### src/rtl/qbt_pkg.sv
// shared types and constants for the quad bus transceiver slice
package qbt_pkg;
   localparam int unsigned WIDTH = 4;

   // every pin input of the slice, carried through the synchroniser as one word
   typedef struct packed {
      logic             driver_reg_clock;
      logic             bus_drive_enable_n;
      logic             receiver_latch_enable_n;
      logic             receiver_output_enable_n;
      logic [WIDTH-1:0] data;
      logic [WIDTH-1:0] bus;
   } qbt_pin_type;

   localparam int unsigned PIN_BITS = 4 + 2 * WIDTH;

   // reset levels: clock low, enables inactive, data zero, bus released high
   localparam logic [PIN_BITS-1:0] PIN_IDLE  = 12'h70F;
   localparam logic [WIDTH-1:0]    DRV_RESET = 4'h0;
   localparam logic [WIDTH-1:0]    LAT_RESET = 4'h0;
   localparam logic [WIDTH-1:0]    ALL_ZERO  = 4'h0;
   localparam logic                BIT_RESET = 1'h0;

   function automatic logic qbt_parity(input logic [WIDTH-1:0] word);
      qbt_parity = ^word;
   endfunction
endpackage

### src/rtl/qbt_transceiver.sv
// quad open-collector bus transceiver slice with driver register, receiver latch and parity
//
// Notes on behaviour
// - On each rising edge of the driver register clock the four data inputs are stored.
// - With the driver register clock steady, the driver register keeps its value.
// - With bus drive enable low, each bus line carries the inverse of its driver bit.
// - With bus drive enable high, all four bus lines are released and only received.
// - With receiver latch enable low, each latch bit follows the inverse of its bus line.
// - With receiver latch enable high, the latch holds its contents whatever else changes.
// - Receiver outputs float while output enable is high and show the latch while it is low.
// - Bus to receiver output is inverted, so driver input to receiver output is not.
// - With bus drive enable low, parity output is the XOR of the four data inputs.
// - With bus drive enable high, parity output is the XOR of the four latch bits.
`timescale 1ns/1ps
module qbt_transceiver (
   // clock and reset
   input  wire logic                      clk_sys,
   input  wire logic                      arst_n,
   // driver side pins
   input  wire logic                      driver_reg_clock,
   input  wire logic [qbt_pkg::WIDTH-1:0] data_in,
   input  wire logic                      bus_drive_enable_n,
   // open-collector bus, level seen and pull-low enable
   input  wire logic [qbt_pkg::WIDTH-1:0] bus_in,
   output logic      [qbt_pkg::WIDTH-1:0] bus_pull_low,
   // receiver side pins
   input  wire logic                      receiver_latch_enable_n,
   input  wire logic                      receiver_output_enable_n,
   output logic      [qbt_pkg::WIDTH-1:0] receiver_out,
   output logic                           receiver_out_oe,
   // parity
   output logic                           odd_parity
);

   qbt_pkg::qbt_pin_type             pin_raw;
   qbt_pkg::qbt_pin_type             sync1;
   qbt_pkg::qbt_pin_type             sync2;
   qbt_pkg::qbt_pin_type             sync3;
   qbt_pkg::qbt_pin_type             pin_f;
   logic                             drv_clk_prev;
   logic [qbt_pkg::WIDTH-1:0]        drv_reg;
   logic [qbt_pkg::WIDTH-1:0]        rx_latch;
   logic                             drv_clk_rise;

   assign pin_raw = '{driver_reg_clock:         driver_reg_clock,
                      bus_drive_enable_n:       bus_drive_enable_n,
                      receiver_latch_enable_n:  receiver_latch_enable_n,
                      receiver_output_enable_n: receiver_output_enable_n,
                      data:                     data_in,
                      bus:                      bus_in};

   // three stages; a change is taken only once stages two and three agree, rejecting
   // single-cycle glitches at the price of one more cycle of latency
   always_ff @(posedge clk_sys or negedge arst_n) begin
      if (!arst_n) begin
         sync1 <= qbt_pkg::PIN_IDLE;
         sync2 <= qbt_pkg::PIN_IDLE;
         sync3 <= qbt_pkg::PIN_IDLE;
      end else begin
         sync1 <= pin_raw;
         sync2 <= sync1;
         sync3 <= sync2;
      end
   end

   always_ff @(posedge clk_sys or negedge arst_n) begin
      if (!arst_n) begin
         pin_f <= qbt_pkg::PIN_IDLE;
      end else if (sync2 == sync3) begin
         pin_f <= sync3;
      end
   end

   // edge found on the filtered level; prev resets to the idle low level,
   // so a release of reset with the pin low gives no false load
   always_ff @(posedge clk_sys or negedge arst_n) begin
      if (!arst_n) begin
         drv_clk_prev <= qbt_pkg::BIT_RESET;
      end else begin
         drv_clk_prev <= pin_f.driver_reg_clock;
      end
   end

   assign drv_clk_rise = pin_f.driver_reg_clock & ~drv_clk_prev;

   always_ff @(posedge clk_sys or negedge arst_n) begin
      if (!arst_n) begin
         drv_reg <= qbt_pkg::DRV_RESET;
      end else if (drv_clk_rise) begin
         drv_reg <= pin_f.data;
      end
   end

   // never driven high: the far side's pull-up makes the high level
   // stored one pulls low, released when disabled
   always_ff @(posedge clk_sys or negedge arst_n) begin
      if (!arst_n) begin
         bus_pull_low <= qbt_pkg::ALL_ZERO;
      end else if (!pin_f.bus_drive_enable_n) begin
         bus_pull_low <= drv_reg;
      end else begin
         bus_pull_low <= qbt_pkg::ALL_ZERO;
      end
   end

   always_ff @(posedge clk_sys or negedge arst_n) begin
      if (!arst_n) begin
         rx_latch <= qbt_pkg::LAT_RESET;
      end else if (!pin_f.receiver_latch_enable_n) begin
         rx_latch <= ~pin_f.bus;
      end
   end

   always_ff @(posedge clk_sys or negedge arst_n) begin
      if (!arst_n) begin
         receiver_out    <= qbt_pkg::LAT_RESET;
         receiver_out_oe <= qbt_pkg::BIT_RESET;
      end else begin
         receiver_out    <= rx_latch;
         receiver_out_oe <= ~pin_f.receiver_output_enable_n;
      end
   end

   // drive mode reads the data pins, not the stored word, so parity leads the bus
   // generate or check
   always_ff @(posedge clk_sys or negedge arst_n) begin
      if (!arst_n) begin
         odd_parity <= qbt_pkg::BIT_RESET;
      end else if (!pin_f.bus_drive_enable_n) begin
         odd_parity <= qbt_pkg::qbt_parity(pin_f.data);
      end else begin
         odd_parity <= qbt_pkg::qbt_parity(rx_latch);
      end
   end
endmodule

### config.mk
export PLATFORM = sky130hd
export DESIGN_NAME = qbt_transceiver
export DESIGN_NICKNAME = d
export VERILOG_FILES = /design/src/rtl/qbt_pkg.sv /design/src/rtl/qbt_transceiver.sv
export SDC_FILE = /design/constraint.sdc
export NUM_CORES = 1
export LEC_CHECK = 0
export CAP_MARGIN = 5
export CORE_MARGIN = 3
export CORE_UTILIZATION = 30
export CTS_CLUSTER_DIAMETER = 200
export DETAILED_ROUTE_END_ITERATION = 10
export DONT_BUFFER_PORTS = 1
export SLEW_MARGIN = 25
export SYNTH_ARGS = -nofsm -noshare
export SYNTH_HDL_FRONTEND = slang
export SYNTH_SLANG_ARGS = --single-unit
### constraint.sdc
create_clock -name clk_sys -period 3.9 [get_ports clk_sys]
set_clock_uncertainty 0.2 [all_clocks]
set_input_delay 0.585 -clock clk_sys [delete_from_list [all_inputs] [get_ports clk_sys]]
set_output_delay 0.585 -clock clk_sys [all_outputs]
set_load 0.1 [all_outputs]
[Word level (Yosys, flattened, before mapping)]
Index checks and enable logic that the tools add are counted.
Storage, ports and cells
  register bits: 67
  word-level logic and storage cells: 40
  input bits: 14
  output and inout bits: 10
Cells by class
  bitwise gates (word level): 4
  reduce and logical (&&, ||, !) cells: 2
  mux-type cells: 2
  equality and inequality tests: 1
Operators with widths (number)
  $eq A12 B12 Y1: 1
  $reduce_xor A4 Y1: 2
  $mux W4: 1
  $not A4 Y4: 1
  $not A1 Y1: 2
  $and A1 B1 Y1: 1
  $mux W1: 1

[Logic depth before layout (Yosys ltp)]
  depth after elaboration: 2
  gate-level depth with buffers: 5
  mapped depth without buffers: 4

[Worst setup path before layout]
Ideal clock, no wire load.
  kind: reg2reg
  start point: register sync3[9] (netlist name)
  end point: register pin_f[11] (netlist name)
  clock period less this slack: 1.739 ns
  setup slack: 2.161 ns
  cell stages (with the launch flop): 6
  arrival time: 1.415 ns
  buffers on the path: 1
  library setup time: 0.125 ns
  path through: dfstp_2 > xor2_1 > nor4_1 > nand3_1 > buf_6 > mux2_2
On the way
  cells in the longest elaborated chain, start to end: 1
Ends and longest elaborated chain
  start: declaration: line qbt_transceiver.sv:38  | qbt_pkg::qbt_pin_type sync3;
  start signal: assignment: line qbt_transceiver.sv:58  | sync3 <= qbt_pkg::PIN_IDLE;
  start signal: assignment: line qbt_transceiver.sv:62  | sync3 <= sync2;
  $eq A12 B12 Y1: line qbt_transceiver.sv:69  | end else if (sync2 == sync3) begin
  end signal: assignment: line qbt_transceiver.sv:68  | pin_f <= qbt_pkg::PIN_IDLE;
  end signal: assignment: line qbt_transceiver.sv:70  | pin_f <= sync3;
  end: declaration: line qbt_transceiver.sv:39  | qbt_pkg::qbt_pin_type pin_f;
No other way between the ends.
A chain may end at the register's enable or synchronous reset.

[Worst setup path after layout]
  start point: register sync3[9] (netlist name)
  end point: register pin_f[4] (netlist name)
The elaborated chain is that of the path after synthesis.

==> out/metrics.json <==
{
  "clocking": {
    "clk_latency_ps": 340,
    "tritoncts.num_buffers": 9,
    "cts_sinks": 67,
    "cts_htree_levels": 3,
    "clk_pin_slew_ps": 70,
    "postCtsSetupBuffers": 0,
    "clock_tree.buffer_depth": 2,
    "clockRootBuffer": "clkbuf_8",
    "tritoncts": "yes",
    "cts.repair.resized": 0,
    "cts.hold.buffers_added": 2
  },
  "final_layout": {
    "post_route_cells_drive_above_1_share_pct": 38.0,
    "final_cell_area_um2": 2560,
    "ff_latch_area_um2": 1710,
    "antenna-diode-count": 0,
    "nets": 159,
    "nFillCells": 666,
    "synthToLayoutAreaGrowth_pct": 17.8,
    "multi_input_area_um2": 443
  },
  "placed_design": {
    "io_buffers": 0,
    "place_area_um2": 2280,
    "dp_hpwl_um": 1920,
    "dp_worst_setup_slack_ps": 1620,
    "gp_routability_congestion": 0.726
  },
  "setup_path": {
    "worst_setup_path_start_kind": "register",
    "worst_r2r_path_depth": 4,
    "worstReg2RegStart": "sync3[9]",
    "critical_path.endpoint_type": "register",
    "crit-reg2reg-capture": "pin_f[4]",
    "worst_ep_required_time_ps": 3930,
    "cp.arrival_ps": 2270,
    "critPathMaxFanout": 12,
    "timing.reg2reg.setup_slack_ps": 1660,
    "timing_worst_setup_path_type": "reg -> reg"
  },
  "synth": {
    "synthesis.instances": 132,
    "async_flop_share_pct": 100,
    "mappedNetlistNets": 146,
    "postSynthAreaPerCell_um2": 16.5,
    "yosysTopAreaCellShare_pct": 44.9,
    "netlist_top_cells_count": "dfrtp_1, dfstp_2, nand2_1",
    "synth-seq-area-share_pct": 78.8,
    "leading_area_contributor_after_synthesis": "dfrtp_1",
    "mapped_cell_area_um2": 2170,
    "number_of_enable_type_register_cells_in_the_synthesized_netlist": 0,
    "yosys_most_used_dff": "dfrtp_1",
    "synth_most_common_cell": "dfrtp_1",
    "postSynthRegisterBits": 67,
    "synth_area_leaders": "dfrtp_1, dfstp_2, mux2_2",
    "synth.lib_cells_used.distinct": 16,
    "yosysWarnings": 0
  },
  "grt": {
    "grtUsageTotal_pct": 8.42,
    "first_global_vias": 1047,
    "grt_pass1_wl_um": 5160,
    "grt_max_degree": 68,
    "grt_antenna_before_repair": 0,
    "globalRoute.totalOverflow": 0
  },
  "timing": {
    "slew_viol_final": 0,
    "final.setup.worst_slack_ps": 1660,
    "period_share_pct": 57.4,
    "achievable-frequency_mhz": 447,
    "fin_worst_hold_slack_ps": 32.2,
    "finalSetupTns_ps": 0,
    "slew-limit-headroom_pct": 41.5,
    "setup-violations-final": 0,
    "final-hold-violation-count": 0,
    "worst_pin_slew_ps": 877,
    "rsz0062_at_grt": "no",
    "period_needed_ps": 2240
  },
  "outcome": {
    "status": "finished clean"
  },
  "power": {
    "worst_supply_voltage_drop_on_vdd_mv": 0.267,
    "power_switching_share_pct": 22.2,
    "power.share.clock_pct": 44.2,
    "power_density_over_the_cells_nw_per_um2": 557,
    "pwr-share-seq_pct": 53.3,
    "power.static_leakage_uw": 0.00110,
    "power.net_switching_uw": 316,
    "total_power_uw": 1430,
    "combinational_cell_fraction_of_total_power_pct": 2.5,
    "internal_power_uw": 1110
  },
  "floorplanning": {
    "floorplan.die_area_um2": 8300,
    "die_width_um": 91.1,
    "fp.coreArea_um2": 6910,
    "core.rowCount": 30,
    "io-pin-count": 24,
    "die_height_um": 91.1,
    "initial_utilization_pct": 31.5
  },
  "hold_path": {
    "hold_path_startpoint": "receiver_latch_enable_n",
    "hold_path.class": "in -> reg",
    "hold_end": "sync1[9]",
    "cell_depth_of_the_worst_min_delay_path": 0
  },
  "drt": {
    "route.met3.wl_um": 218,
    "avg_wl_per_cell_um": 11.9,
    "vias": 956,
    "via_per_inst": 3.89,
    "highest_layer": "met4",
    "first_iter_violations": 21,
    "met1_wire_length_um": 1280,
    "routed_wirelength_um": 2930,
    "postRouteAntennaNets": 0,
    "drc": 0,
    "detailroute.wirelength.met2_um": 1370,
    "drtPass1Iterations": 4
  },
  "job": {
    "maximum_capacitance_violations": 0
  }
}
==> logic make-up after synthesis <==
logic type	count (synthesis)	share of synthesized area (%)
xor gates and xnor gates	18	7.25
AOI/OAI and AO/OA	5	1.15
and+or+nand+nor	27	5.76
buffers and inverters	3	0.863
DFF	67	78.8
muxes	12	6.22
==> worst max path at each step <==
stage,start,end
after global routing,sync3[9],pin_f[4]
after detailed placement,sync3[9],pin_f[6]
after floorplan,sync3[9],pin_f[11]
after global placement,sync3[9],pin_f[11]
after CTS,sync3[9],pin_f[4]
final,sync3[9],pin_f[4]
==> routing by layer <==
| metal | GRT usage (%) | up-vias |
|---|---|---|
| met5 | 0 | - |
| met4 | 4.15 | 0 |
| met3 | 6.05 | 8 |
| met2 | 11.8 | 29 |
| met1 | 9.55 | 469 |
| li1 | - | 450 |
==> metrics by stage <==
stage          instances  utilization [%]
5_1_grt              246             37.1
6_report             246             37.1
2_1_floorplan        132                -
3_5_place_dp         226             33.0
4_1_cts              244             36.8
3_3_place_gp         226             33.0
==> power groups by stage <==
stage,Combinational (µW),Clock (µW),Sequential (µW)
CTS,34.8,645,760
floorplan,15.4,0,767
global placement,16.7,0,771
finish,34.9,631,760
global route,40.8,689,763
detailed placement,17.5,0,773
==> cells in the final DEF, fill, tap and decap left out, types with 4 or more instances in the layout <==
| cell type | instances |
|---|---|
| xor2_1 | 13 |
| clkbuf_8 | 9 |
| dfrtp_1 | 39 |
| nor2b_1 | 5 |
| dfstp_2 | 28 |
| nand2_1 | 16 |
| mux2_2 | 12 |
| o21ai_0 | 4 |
| xnor2_1 | 5 |
==> final cells by class <==
cell class	instances	share of cell area (%)
clock buffer	9	4.84
clock inverter	7	3.91
timing repair buffer	4	2.25
multi-input combinational	62	17.3
inverter	1	0.147
tap	96	4.69
sequential	67	66.9
==> worst max-delay path, stage by stage (launching register included) <==
cell and delay, ps:
dfstp_2 550, xor2_1 70, nor4_1 370, nand3_1 480, mux2_2 440
Note: power is estimated with default switching activity, not from simulation.
